==> src/core/fault_status_pkg.sv <==
// Constants, register map, field layout and helpers of the supply fault/status capture block.
// Assumes the fault plane, status and record bytes use the per-input bit layout below.
package fault_status_pkg;

    // Channel index of each monitored input in the channel vectors
    localparam int CH_N   = 8;
    localparam int CH_VP1 = 0;
    localparam int CH_VP2 = 1;
    localparam int CH_VP3 = 2;
    localparam int CH_VH  = 3;
    localparam int CH_VX1 = 4;
    localparam int CH_VX2 = 5;
    localparam int CH_VX3 = 6;
    localparam int CH_VX4 = 7;
    localparam int AUX_N  = 4;

    // Register offsets on the host read port
    localparam logic [7:0] ADDR_FP_LOW   = 8'hE0;
    localparam logic [7:0] ADDR_FP_HIGH  = 8'hE1;
    localparam logic [7:0] ADDR_OV_LOW   = 8'hE2;
    localparam logic [7:0] ADDR_OV_HIGH  = 8'hE3;
    localparam logic [7:0] ADDR_UV_LOW   = 8'hE4;
    localparam logic [7:0] ADDR_UV_HIGH  = 8'hE5;
    localparam logic [7:0] ADDR_LIM_LOW  = 8'hE6;
    localparam logic [7:0] ADDR_LIM_HIGH = 8'hE7;
    localparam logic [7:0] ADDR_AUX_LVL  = 8'hE8;
    localparam logic [7:0] ADDR_CAUSE    = 8'hEA;
    localparam logic [7:0] ADDR_PREV     = 8'hEB;
    localparam logic [7:0] ADDR_SNAP1    = 8'hEC;
    localparam logic [7:0] ADDR_SNAP2    = 8'hED;
    localparam logic [7:0] ADDR_SNAP3    = 8'hEE;
    localparam logic [7:0] ADDR_SNAP4    = 8'hEF;
    localparam logic [7:0] ADDR_SNAP5    = 8'hF0;
    localparam logic [7:0] BYTE_ZERO     = 8'h00;

    // Record layout in EEPROM
    localparam logic [15:0] REC_BASE     = 16'hF980;
    localparam int          REC_BYTES    = 8;
    localparam int          REC_SHIFT    = 3;
    localparam int          SNAP_BYTES   = 7;
    localparam logic [2:0]  REC_LAST     = 3'h7;
    localparam logic [2:0]  REC_CK_IDX   = 3'h7;
    localparam int          USED_BIT     = 7;
    localparam int          STATE_W      = 6;
    localparam int          CAUSE_W      = 6;

    typedef enum logic {CK_NEG_SUM = 1'b0, CK_XOR = 1'b1} checksum_mode_e;
    typedef enum logic [1:0] {WR_IDLE = 2'b01, WR_SEND = 2'b10} wr_state_e;

    // Low byte of the per-input layout
    function automatic logic [7:0] map_low(input logic [CH_N-1:0] ch);
        return {ch[CH_VX2], ch[CH_VX1], 1'b0, ch[CH_VH],
                ch[CH_VP3], ch[CH_VP2], ch[CH_VP1], 1'b0};
    endfunction : map_low

    // High byte of the per-input layout
    function automatic logic [7:0] map_high(input logic [CH_N-1:0] ch);
        return {6'h00, ch[CH_VX4], ch[CH_VX3]};
    endfunction : map_high

    // Integrity byte over the seven record bytes as written
    function automatic logic [7:0] bb_checksum(input checksum_mode_e mode,
                                               input logic [8*SNAP_BYTES-1:0] b);
        logic [7:0] acc;
        acc = BYTE_ZERO;
        for (int i = 0; i < SNAP_BYTES; i++) begin
            acc = (mode == CK_XOR) ? (acc ^ b[8*i +: 8]) : 8'(acc + b[8*i +: 8]);
        end
        return (mode == CK_XOR) ? acc : 8'(~acc + 8'h01);
    endfunction : bb_checksum

endpackage : fault_status_pkg

==> src/core/record_if.sv <==
// Carrier between the capture block and its record writer.
// Assumes one clock shared by both ends.
`timescale 1ns/1ps
interface record_if;
    logic        start;
    logic [55:0] bytes;
    logic [15:0] base;
    logic        busy;
    modport ctrl   (output start, output bytes, output base, input busy);
    modport writer (input start, input bytes, input base, output busy);
endinterface : record_if

==> src/core/record_writer.sv <==
// Writes one eight-byte fault record to EEPROM: seven snapshot bytes then a checksum.
// Assumes the EEPROM side pulses i_ee_ack once per held write request.
`timescale 1ns/1ps
module record_writer
    import fault_status_pkg::*;
#(
    parameter checksum_mode_e CK_MODE = CK_NEG_SUM
) (
    input  wire logic        i_ref_clk,
    input  wire logic        i_rstn,
    record_if.writer         rec,
    input  wire logic        i_ee_ack,
    output logic             o_ee_wr,
    output logic [15:0]      o_ee_addr,
    output logic [7:0]       o_ee_data
);
    wr_state_e   state,   next_state;
    logic [2:0]  idx,     next_idx;
    logic [55:0] buf_q,   next_buf;
    logic        next_wr;
    logic [15:0] next_addr;
    logic [7:0]  next_data;

    assign rec.busy = (state == WR_SEND);

    always_comb begin
        next_state = state;
        next_idx   = idx;
        next_buf   = buf_q;
        next_wr    = o_ee_wr;
        next_addr  = o_ee_addr;
        next_data  = o_ee_data;
        case (state)
            WR_IDLE: begin
                if (rec.start) begin
                    next_buf           = rec.bytes;
                    next_buf[USED_BIT] = 1'b1;
                    next_state         = WR_SEND;
                    next_idx           = 3'h0;
                    next_wr            = 1'b1;
                    next_addr          = rec.base;
                    next_data          = next_buf[7:0];
                end
            end
            WR_SEND: begin
                if (i_ee_ack) begin
                    if (idx == REC_LAST) begin
                        next_state = WR_IDLE;
                        next_wr    = 1'b0;
                    end else begin
                        next_idx  = 3'(idx + 3'h1);
                        next_addr = 16'(o_ee_addr + 16'h0001);
                        next_data = (next_idx == REC_CK_IDX)
                                  ? bb_checksum(CK_MODE, buf_q)
                                  : buf_q[8*next_idx +: 8];
                    end
                end
            end
            default: begin
                next_state = WR_IDLE;
                next_wr    = 1'b0;
            end
        endcase
    end

    always_ff @(posedge i_ref_clk) begin
        if (!i_rstn) begin
            state     <= WR_IDLE;
            idx       <= 3'h0;
            buf_q     <= 56'h0;
            o_ee_wr   <= 1'b0;
            o_ee_addr <= 16'h0000;
            o_ee_data <= 8'h00;
        end else begin
            state     <= next_state;
            idx       <= next_idx;
            buf_q     <= next_buf;
            o_ee_wr   <= next_wr;
            o_ee_addr <= next_addr;
            o_ee_data <= next_data;
        end
    end
endmodule : record_writer

==> src/core/supply_fault_status_capture.sv <==
// Fault plane, live status registers and black box snapshot with EEPROM records.
// Assumes the sequencer, ADC limit logic and EEPROM port share i_ref_clk;
// detector and aux pin levels are asynchronous and synchronised here.
`timescale 1ns/1ps
module supply_fault_status_capture
    import fault_status_pkg::*;
#(
    parameter int             NUM_REC = 16,
    parameter checksum_mode_e CK_MODE = CK_NEG_SUM
) (
    input  wire logic               i_ref_clk,
    input  wire logic               i_rstn,
    input  wire logic [CH_N-1:0]    i_fault_sfd,
    input  wire logic [CH_N-1:0]    i_ov_sfd,
    input  wire logic [CH_N-1:0]    i_uv_sfd,
    input  wire logic [AUX_N-1:0]   i_ov_warn,
    input  wire logic [AUX_N-1:0]   i_uv_warn,
    input  wire logic [AUX_N-1:0]   i_aux_level,
    input  wire logic [AUX_N-1:0]   i_aux_digital,
    input  wire logic [CH_N-1:0]    i_adc_over,
    input  wire logic               i_state_change,
    input  wire logic [STATE_W-1:0] i_prev_state,
    input  wire logic [CAUSE_W-1:0] i_cause,
    input  wire logic               i_fault_wr_en,
    input  wire logic               i_rec_trigger,
    input  wire logic               i_reg_rd,
    input  wire logic [7:0]         i_reg_addr,
    output logic [7:0]              o_reg_rdata,
    output logic                    o_reg_rvalid,
    input  wire logic [NUM_REC-1:0] i_rec_used,
    input  wire logic               i_ee_ack,
    output logic                    o_ee_wr,
    output logic [15:0]             o_ee_addr,
    output logic [7:0]              o_ee_data,
    output logic                    o_rec_busy,
    output logic                    o_rec_full
);
    localparam int SYNC_W = 3 * CH_N + 3 * AUX_N;
    localparam int SLOT_W = (NUM_REC > 1) ? $clog2(NUM_REC) : 1;

    // Three-stage synchroniser; a change counts once stages two and three agree
    logic [SYNC_W-1:0] sync1, sync2, sync3, filt;
    logic [SYNC_W-1:0] next_filt;

    always_comb begin
        next_filt = (~(sync2 ^ sync3) & sync2) | ((sync2 ^ sync3) & filt);
    end

    always_ff @(posedge i_ref_clk) begin
        if (!i_rstn) begin
            sync1 <= '0;
            sync2 <= '0;
            sync3 <= '0;
            filt  <= '0;
        end else begin
            sync1 <= {i_aux_level, i_uv_warn, i_ov_warn, i_uv_sfd, i_ov_sfd, i_fault_sfd};
            sync2 <= sync1;
            sync3 <= sync2;
            filt  <= next_filt;
        end
    end

    logic [CH_N-1:0]  f_sfd, f_ov, f_uv;
    logic [AUX_N-1:0] f_ovw, f_uvw, f_lvl;
    assign {f_lvl, f_uvw, f_ovw, f_uv, f_ov, f_sfd} = filt;

    // Per-input live conditions with the digital aux substitution
    logic [CH_N-1:0] fp_live, ov_live, uv_live;

    always_comb begin
        fp_live = f_sfd;
        ov_live = f_ov;
        uv_live = f_uv;
        for (int k = 0; k < AUX_N; k++) begin
            if (i_aux_digital[k]) begin
                fp_live[CH_VX1 + k] = f_lvl[k];
                ov_live[CH_VX1 + k] = f_ovw[k];
                uv_live[CH_VX1 + k] = f_uvw[k];
            end
        end
    end

    // Live status registers and the gated fault plane
    logic [7:0] fp_low, fp_high, ov_low, ov_high, uv_low, uv_high;
    logic [7:0] lim_low, lim_high, aux_stat;
    logic [7:0] next_fp_low, next_fp_high, next_aux_stat;

    always_comb begin
        next_fp_low   = fp_low;
        next_fp_high  = fp_high;
        if (i_fault_wr_en) begin
            next_fp_low  = map_low(fp_live);
            next_fp_high = map_high(fp_live);
        end
        next_aux_stat = {3'h0, f_lvl, 1'b0};
    end

    always_ff @(posedge i_ref_clk) begin
        if (!i_rstn) begin
            fp_low   <= BYTE_ZERO;
            fp_high  <= BYTE_ZERO;
            ov_low   <= BYTE_ZERO;
            ov_high  <= BYTE_ZERO;
            uv_low   <= BYTE_ZERO;
            uv_high  <= BYTE_ZERO;
            lim_low  <= BYTE_ZERO;
            lim_high <= BYTE_ZERO;
            aux_stat <= BYTE_ZERO;
        end else begin
            fp_low   <= next_fp_low;
            fp_high  <= next_fp_high;
            ov_low   <= map_low(ov_live);
            ov_high  <= map_high(ov_live);
            uv_low   <= map_low(uv_live);
            uv_high  <= map_high(uv_live);
            lim_low  <= map_low(i_adc_over);
            lim_high <= map_high(i_adc_over);
            aux_stat <= next_aux_stat;
        end
    end

    // Black box snapshot, free-record search and record start
    logic [CAUSE_W-1:0] bb_cause, next_bb_cause;
    logic [STATE_W-1:0] bb_prev, next_bb_prev;
    logic [39:0]        bb_stat, next_bb_stat;
    logic [NUM_REC-1:0] used_loc, next_used_loc, all_used;
    logic [SLOT_W-1:0]  slot;
    logic               found;
    logic               rec_start, next_rec_start;
    logic [15:0]        rec_base, next_rec_base;
    logic               next_rec_busy;
    record_if           rec ();

    assign all_used = i_rec_used | used_loc;

    always_comb begin
        found = 1'b0;
        slot  = '0;
        for (int i = NUM_REC - 1; i >= 0; i--) begin
            if (!all_used[i]) begin
                found = 1'b1;
                slot  = SLOT_W'(i);
            end
        end
    end

    always_comb begin
        next_bb_cause  = bb_cause;
        next_bb_prev   = bb_prev;
        next_bb_stat   = bb_stat;
        next_used_loc  = used_loc;
        next_rec_base  = rec_base;
        next_rec_start = 1'b0;
        if (i_state_change) begin
            next_bb_cause = i_cause;
            next_bb_prev  = i_prev_state;
            next_bb_stat  = {aux_stat,
                             lim_high[1:0], ov_high[1:0], uv_high[1:0], 2'b00,
                             lim_low, ov_low, uv_low};
            if (i_rec_trigger && found && !rec.busy && !rec_start) begin
                next_rec_start      = 1'b1;
                next_used_loc[slot] = 1'b1;
                next_rec_base       = 16'(REC_BASE + (16'(slot) << REC_SHIFT));
            end
        end
        next_rec_busy = rec.busy | next_rec_start;
    end

    always_ff @(posedge i_ref_clk) begin
        if (!i_rstn) begin
            bb_cause   <= '0;
            bb_prev    <= '0;
            bb_stat    <= '0;
            used_loc   <= '0;
            rec_base   <= REC_BASE;
            rec_start  <= 1'b0;
            o_rec_busy <= 1'b0;
            o_rec_full <= 1'b0;
        end else begin
            bb_cause   <= next_bb_cause;
            bb_prev    <= next_bb_prev;
            bb_stat    <= next_bb_stat;
            used_loc   <= next_used_loc;
            rec_base   <= next_rec_base;
            rec_start  <= next_rec_start;
            o_rec_busy <= next_rec_busy;
            o_rec_full <= ~found;
        end
    end

    assign rec.start = rec_start;
    assign rec.base  = rec_base;
    assign rec.bytes = {bb_stat, 2'b00, bb_prev, 2'b00, bb_cause};

    record_writer #(
        .CK_MODE (CK_MODE)
    ) u_writer (
        .i_ref_clk (i_ref_clk),
        .i_rstn    (i_rstn),
        .rec       (rec.writer),
        .i_ee_ack  (i_ee_ack),
        .o_ee_wr   (o_ee_wr),
        .o_ee_addr (o_ee_addr),
        .o_ee_data (o_ee_data)
    );

    // Host register read port; one-cycle answer, unmapped offsets read zero
    logic [7:0] next_rdata;

    always_comb begin
        case (i_reg_addr)
            ADDR_FP_LOW:   next_rdata = fp_low;
            ADDR_FP_HIGH:  next_rdata = fp_high;
            ADDR_OV_LOW:   next_rdata = ov_low;
            ADDR_OV_HIGH:  next_rdata = ov_high;
            ADDR_UV_LOW:   next_rdata = uv_low;
            ADDR_UV_HIGH:  next_rdata = uv_high;
            ADDR_LIM_LOW:  next_rdata = lim_low;
            ADDR_LIM_HIGH: next_rdata = lim_high;
            ADDR_AUX_LVL:  next_rdata = aux_stat;
            ADDR_CAUSE:    next_rdata = {2'b00, bb_cause};
            ADDR_PREV:     next_rdata = {2'b00, bb_prev};
            ADDR_SNAP1:    next_rdata = bb_stat[7:0];
            ADDR_SNAP2:    next_rdata = bb_stat[15:8];
            ADDR_SNAP3:    next_rdata = bb_stat[23:16];
            ADDR_SNAP4:    next_rdata = bb_stat[31:24];
            ADDR_SNAP5:    next_rdata = bb_stat[39:32];
            default:       next_rdata = BYTE_ZERO;
        endcase
        if (!i_reg_rd) begin
            next_rdata = o_reg_rdata;
        end
    end

    always_ff @(posedge i_ref_clk) begin
        if (!i_rstn) begin
            o_reg_rdata  <= BYTE_ZERO;
            o_reg_rvalid <= 1'b0;
        end else begin
            o_reg_rdata  <= next_rdata;
            o_reg_rvalid <= i_reg_rd;
        end
    end
endmodule : supply_fault_status_capture

==> config.mk <==
export PLATFORM = sky130hd
export DESIGN_NAME = supply_fault_status_capture
export DESIGN_NICKNAME = d
export VERILOG_FILES = /design/src/core/fault_status_pkg.sv /design/src/core/record_if.sv /design/src/core/record_writer.sv /design/src/core/supply_fault_status_capture.sv
export SDC_FILE = /design/constraint.sdc
export NUM_CORES = 1
export LEC_CHECK = 0
export BUFFER_PORTS_ARGS = -buffer_cell sky130_fd_sc_hd__buf_2
export CAP_MARGIN = 5
export CORE_UTILIZATION = 42
export CTS_CLUSTER_DIAMETER = 80
export CTS_CLUSTER_SIZE = 20
export DETAILED_ROUTE_END_ITERATION = 8
export GPL_ROUTABILITY_DRIVEN = 1
export SLEW_MARGIN = 20
export SYNTH_ARGS = -nofsm -noshare
export SYNTH_HDL_FRONTEND = slang
export SYNTH_SLANG_ARGS = --single-unit
==> constraint.sdc <==
create_clock -name i_ref_clk -period 4.4 [get_ports i_ref_clk]
set_input_delay 0.66 -clock i_ref_clk [delete_from_list [all_inputs] [get_ports i_ref_clk]]
set_output_delay 0.66 -clock i_ref_clk [all_outputs]
set_load 0.02 [all_outputs]
== After elaboration in Yosys (flattened, before gate mapping) ==
Cells that the tools add are included.
Storage, ports and cells
  register bits after elaboration: 383
  bits of input ports: 91
  output and inout bits: 36
  logic and storage cells: 164
Cells by class
  $add $sub $neg: 10
  $lt $le $gt $ge: 2
  equal/unequal tests: 24
  shifts and indexed selects: 1
  muxes and demuxes: 70
  bitwise operators: 10
  reductions and logical operators: 11
Operators by type and width (count)
  8-bit equality test (second input constant): 16
  8-bit one-hot mux with 16 select lines: 1
  36-bit AND: 2
  4-bit 2-to-1 mux: 16
  56-bit by 7-bit indexed part select with 8-bit output: 1
  16-bit 2-to-1 mux: 3
  8-bit adder: 5
  36-bit NOT: 1
  36-bit bitwise OR: 1
  36-bit bitwise XOR: 1
  1-bit 2-to-1 mux: 34
  8-bit 2-to-1 mux: 4
  16-bit bitwise OR: 2
  16-bit one-hot mux with 2 select lines: 1
  16-bit by 1-bit adder with 16-bit output (second input constant): 1
  8-bit one-hot mux with 2 select lines: 1
  12-bit by 8-bit adder with 13-bit output (first input constant): 1
  3-bit 2-to-1 mux: 3
  8-bit by 1-bit adder with 8-bit output (second input constant): 1
  8-bit by 6-bit adder with 8-bit output: 1
  8-bit NOT: 1
  3-bit equality test (second input constant): 2
  2-bit 2-to-1 mux: 3
  2-bit != test (second input constant): 3
  18 further kinds: 23

== Longest topological paths before layout ==
  depth in word-level cells: 23
  mapped depth: 16

== By module ==
Synthesis repeated with hierarchy kept, for this count alone.
Second synthesis, totals
  cells, all modules: 1537
  area, all modules: 14078.5 µm²
By module, submodules not included
  supply_fault_status_capture: instances 1, cells each 879, area each 8770.9 µm²
  record_writer: instances 1, cells each 658, area each 5307.6 µm²

== Least setup slack after synthesis ==
OpenSTA, ideal clock, no wires.
  path type: register -> register
  start point: register u_writer.buf_q[3]
  end point: register u_writer.o_ee_data[7]
  library setup time: 0.079 ns
  arrival: 4.249 ns
  required time: 4.321 ns
  setup slack: 0.072 ns
  cell stages (with the launch flop): 17
  clock period less this slack: 4.328 ns
  cells stage by stage: dfxtp_1 > inv_1 > fa_1 > inv_1 > fa_1 > fa_1 > inv_1 > fa_1 > inv_1 > ha_1 > fa_1 > a21o_1 > a21oi_1 > xnor2_1 > xnor2_1 > or4_1 > o211ai_1
On the way
  cells in the longest elaborated chain, start to end: 12
RTL lines
  start, declared: line record_writer.sv:19  | logic [55:0] buf_q, next_buf;
  start signal, assigned: line record_writer.sv:77  | buf_q <= next_buf;
  8-bit by 6-bit adder with 8-bit output: line fault_status_pkg.sv:67  | acc = (mode == CK_XOR) ? (acc ^ b[8*i +: 8]) : 8'(acc + b[8*i +: 8]);
  8-bit adder (5 in series): line fault_status_pkg.sv:67
  8-bit NOT: line fault_status_pkg.sv:69  | return (mode == CK_XOR) ? acc : 8'(~acc + 8'h01);
  8-bit by 1-bit adder with 8-bit output: line fault_status_pkg.sv:69
  8-bit 2-to-1 mux: line record_writer.sv:54  | ? bb_checksum(CK_MODE, buf_q)
  8-bit 2-to-1 mux: line record_writer.sv:47  | if (idx == REC_LAST) begin
  8-bit 2-to-1 mux: line record_writer.sv:46  | if (i_ee_ack) begin
  8-bit one-hot mux with 2 select lines: line record_writer.sv:33  | case (state)
  end signal, assigned: line record_writer.sv:80  | o_ee_data <= next_data;
  end, declared: line record_writer.sv:15  | output logic [7:0] o_ee_data
Every way passes these cells. The select of a mux whose other input is x is not followed.
A chain may end at the register's enable or synchronous reset.

== Final worst setup path ==
  start point: register u_writer.buf_q[19]
  end point: register u_writer.o_ee_data[7]
On the way
  cells in the longest elaborated chain, start to end: 11
RTL lines (line)
  8-bit adder (5 in series): fault_status_pkg.sv:67
  8-bit NOT: fault_status_pkg.sv:69
  8-bit by 1-bit adder with 8-bit output: fault_status_pkg.sv:69
  8-bit 2-to-1 mux: record_writer.sv:54
  8-bit 2-to-1 mux: record_writer.sv:47
  8-bit 2-to-1 mux: record_writer.sv:46
  8-bit one-hot mux with 2 select lines: record_writer.sv:33
Every way passes these cells. The select of a mux whose other input is x is not followed.

==> out/results.txt <==
The flow ran to the end, but the final reports show violations. The final reports fail on design-rule violations. The slowest stage of the critical path is the sky130_fd_sc_hd__fa_1 cell. With fillers left out, the area of the finished cells amounts to 0.01481 sq mm. The logs give 0 for the count of final hold-check violations and 31460 microns for the total wire length after detailed routing.

The tools report the number of global-route vias before repair as 9132. After detailed routing, the number of remaining DRC violations is 4. The per-cell routed wire length came out at 16.80 microns.

TritonCTS built the clock tree. The number of hold buffers added after CTS was 0. The core area came out at 0.03075 sq mm. Starting density of the core: 0.4281. After layout, the minimum clock period comes to 4218 ps.

The logs give -50.41 ps for the worst slack at placement and 0 for the total overflow reported by the global router. Part of the total power dissipated in combinational logic: 0.064. The post-synthesis adder-cell area fraction was 0.04771; the clock skew after layout was 14.73 ps. The cell type contributing the most total cell area after synthesis is sky130_fd_sc_hd__dfxtp_1. The insertion delay of the later-clocked pin in the worst-skew pair is 530 ps. The max capacitance violation total was 0; the area share of xor/xnor cells in the synthesized design was 0.01730.

In the final layout, the multi-input gates occupy 0.006300 sq mm. The number of port buffers was 126; the level count of the clock H-tree was 1. At the worst endpoint, the required time is 4860 ps. Before antenna repair, the detailed router went through 7 iterations. By area the synthesized netlist is led by sky130_fd_sc_hd__dfxtp_1 (49%), sky130_fd_sc_hd__and2_1 (6.5%), sky130_fd_sc_hd__mux2i_1 (5.5%). In this run, placement finished with an instance count of 1834. The compound-cell area share of the yosys netlist was 0.1435; the via density per instance was 5.119.

The biggest cell delay along the critical path is 540 ps, and the overall via count from detail_route is 9588. The register share of total power is 0.571, and the count of flip-flops with a built-in enable after synthesis is 0. The area share of the largest cell type after synthesis came out at 0.4896. At the worst endpoint, the arrival time is 4670 ps. The count of nets left with antenna violations once routing finished came out at 0. The number of antenna violations at the first check in global routing was 7. The critical path is of the reg2reg type. The share of post-route cells with drive strength above 1 was 0.1489.

The initialized floorplan defines 64 standard-cell rows. For the maximum clock frequency, the log shows 0.2371 GHz. Registers take 0.006452 sq mm.

The number of distinct library cell variants in the gate-level netlist after synthesis was 74; the buffer depth of the longest clock path was 3. Headroom to the max-slew limit: 0.3609. The logs give 1.236 mW for the reported net switching power and 182.5 ps for the worst path setup slack after routing.

The critical path goes through inv_2 > fa_1 > inv_2 > fa_1 > fa_1 > inv_1 > fa_1 > inv_2 > ha_4 > fa_2 > xor2_2 > nor3_2 > nand3_1 > or4_1 > o211ai_1. The number of clock buffers added by TritonCTS is 21. Counting every net in the synthesized netlist gives 1499.

After synthesis, the mean cell area works out to 9.603 sq um. Sorting the synthesized cells by how often they occur yields sky130_fd_sc_hd__dfxtp_1 (322), sky130_fd_sc_hd__nand2_1 (166), sky130_fd_sc_hd__and2_1 (137), sky130_fd_sc_hd__a21boi_0 (80), sky130_fd_sc_hd__nor2_1 (79). For the sequential share of the synthesized area, the log shows 0.4896. The clock drives 322 sinks. The worst setup path is captured at a flip-flop. The worst-case IR drop observed on VDD is 0.0002859 V. Detailed placement finished with a half-perimeter wire length of 22600 microns. The tools report the first-pass GRT wire length as 49740 microns.

The floorplan step defined a die boundary enclosing 0.03206 sq mm. Yosys printed 0 warnings. The cell at the root of the clock tree is sky130_fd_sc_hd__clkbuf_16. Setup repair after global routing left no endpoint under its margin. Setup total negative slack on the finished layout was measured at 0 ps. The floorplan step set the die width to 179.0 microns. The portion of total power attributed to the clock network was 0.365; the overall fraction of global-route tracks in use was 0.1996. The most frequently used flop master after synthesis was sky130_fd_sc_hd__dfxtp_1. The tools report the launching element type of the critical path as a flip-flop. The total count of max-transition violations in the final report came out at 0. In this run the worst path has a maximum fanout of 3. The final total power is 5.307 mW.

The die span in y is 179.0 microns. By area, the combinational part of the netlist is dominated by simple AND/OR/NAND/NOR gates. The layout has 2991 filler cells. The worst hold path belongs to the class in2reg. The area growth from synthesis to layout is 12.50%. Internal power comes to 4.071 mW. The proportion of synthesized area in mux cells works out to 0.07185. The detailed router finished its first iteration with 640 violations. The final cell count without fillers came out at 1873. In this run the cell area measured after placement is 0.01411 sq mm. The switching part of the total was 0.2329. In this run the count of I/O pins placed on the die edge is 127. The final layout net count is 1592, and the setup violation total in the final timing report is 0.

The run gives 0.9080 as the weighted congestion at the end of routability-driven global placement. The analysis attributes to cell leakage a power of 5.899 nW. In the post-synthesis netlist, the cell with the most instances is sky130_fd_sc_hd__dfxtp_1. After clock tree synthesis, the clock-pin slew on the worst setup and hold paths is 80 ps. The synthesized netlist occupies a cell area of 0.01317 sq mm.

Actual transition at the worst max-transition pin: 958.6 ps. The run gives 1371 as the number of standard cells after synthesis. Entering global routing, the biggest net connects 130 pins. The async set-or-reset flop fraction in the synthesized netlist is 0, and the flip-flop and latch count after synthesis is 322. The share of the clock period used by the worst path after layout is 0.9585. Among the stages of the critical path, the cell type that occurs most often is sky130_fd_sc_hd__fa_1.

The share of synthesized cell area in and, or, nand and nor gates is 0.1954. The power per unit of standard cell area works out to 358.3 mW/mm^2.
==> placed cells by master, fill, tap and decap left out, drive strengths merged, types with 17 or more instances in the layout <==
cell	count
nand2	167
mux2i	72
inv	44
and2	137
o21ai	67
a21boi	80
nand3	21
fa	22
nor2b	48
xnor2	17
nor2	79
clkbuf	23
a21oi	37
buf	143
dfxtp	322
==> logic make-up after synthesis <==
| kind of cell | Yosys count |
|---|---|
| muxes | 87 |
| xor gates and xnor gates | 26 |
| adders and majority gates | 37 |
| AOI/OAI and AO/OA | 276 |
| buffers and inverters | 117 |
| DFF | 322 |
| and+or+nand+nor | 506 |
==> critical path: cells and delay by family (launching register included) <==
| kind | cells | cell delay [ps] |
|---|---|---|
| adders and majority gates | 6 | 2540 |
| and+or+nand+nor | 3 | 820 |
| DFF | 1 | 360 |
| buffers and inverters | 4 | 180 |
| xor gates and xnor gates | 1 | 160 |
| AOI/OAI and AO/OA | 1 | 100 |
==> per-layer routing <==
metal / GRT usage / wire, microns / vias to the layer above
met4: 0.06497 / 905 / 2
li1: - / - / 4830
met5: 0 / 10 / -
met3: 0.03414 / 1644 / 50
met2: 0.3287 / 14630 / 222
met1: 0.2641 / 14280 / 4484
==> stage by stage <==
stage	hold WS, ps	utilization
final	338.8	0.4816
after global routing	310.4	0.4816
after detailed placement	416.9	0.4589
after global placement	416.4	0.4589
after floorplan	411.9	-
after CTS	304.5	0.4794
==> final cells by class <==
class                      instances  area share
multi-input combinational        932      0.4254
clock inverter                     7    0.005745
clock buffer                      23     0.03599
sequential                       322      0.4357
tap                              396     0.03345
antenna                            6    0.001014
inverter                          44     0.01115
timing repair buffer             143     0.05162
==> power by group through the flow <==
stage          Sequential [mW]  Clock, mW  Combinational, mW
2_1_floorplan             3.09          0              0.218
3_3_place_gp              3.10          0              0.336
3_5_place_dp              3.10          0              0.337
5_1_grt                   3.04       2.11              0.375
6_report                  3.03       1.94              0.338
4_1_cts                   3.03       2.02              0.339
==> path summary, 6_finish.rpt <==
| check | from | end | slack, ps | cells after the start |
|---|---|---|---|---|
| setup / recovery | u_writer.buf_q[19]$_SDFFE_PN0P_ | u_writer.o_ee_data[7]$_SDFFE_PN0P_ | 180 | 15 |
| hold / removal | i_uv_sfd[7] | sync1[23]$_SDFF_PN0_ | 340 | 2 |
| setup reg to reg | u_writer.buf_q[19]$_SDFFE_PN0P_ | u_writer.o_ee_data[7]$_SDFFE_PN0P_ | 180 | 15 |
| hold reg to reg | sync1[32]$_SDFF_PN0_ | sync2[32]$_SDFF_PN0_ | 420 | 1 |
==> timing repair <==
action / CTS / global route
pin swaps: 1 / 15
buffers inserted: 0 / 4
endpoints found under the setup margin: 1 / 2
gates cloned: 0 / 0
gates resized for setup: 3 / 13
Note: power is estimated with default switching activity, not from simulation.
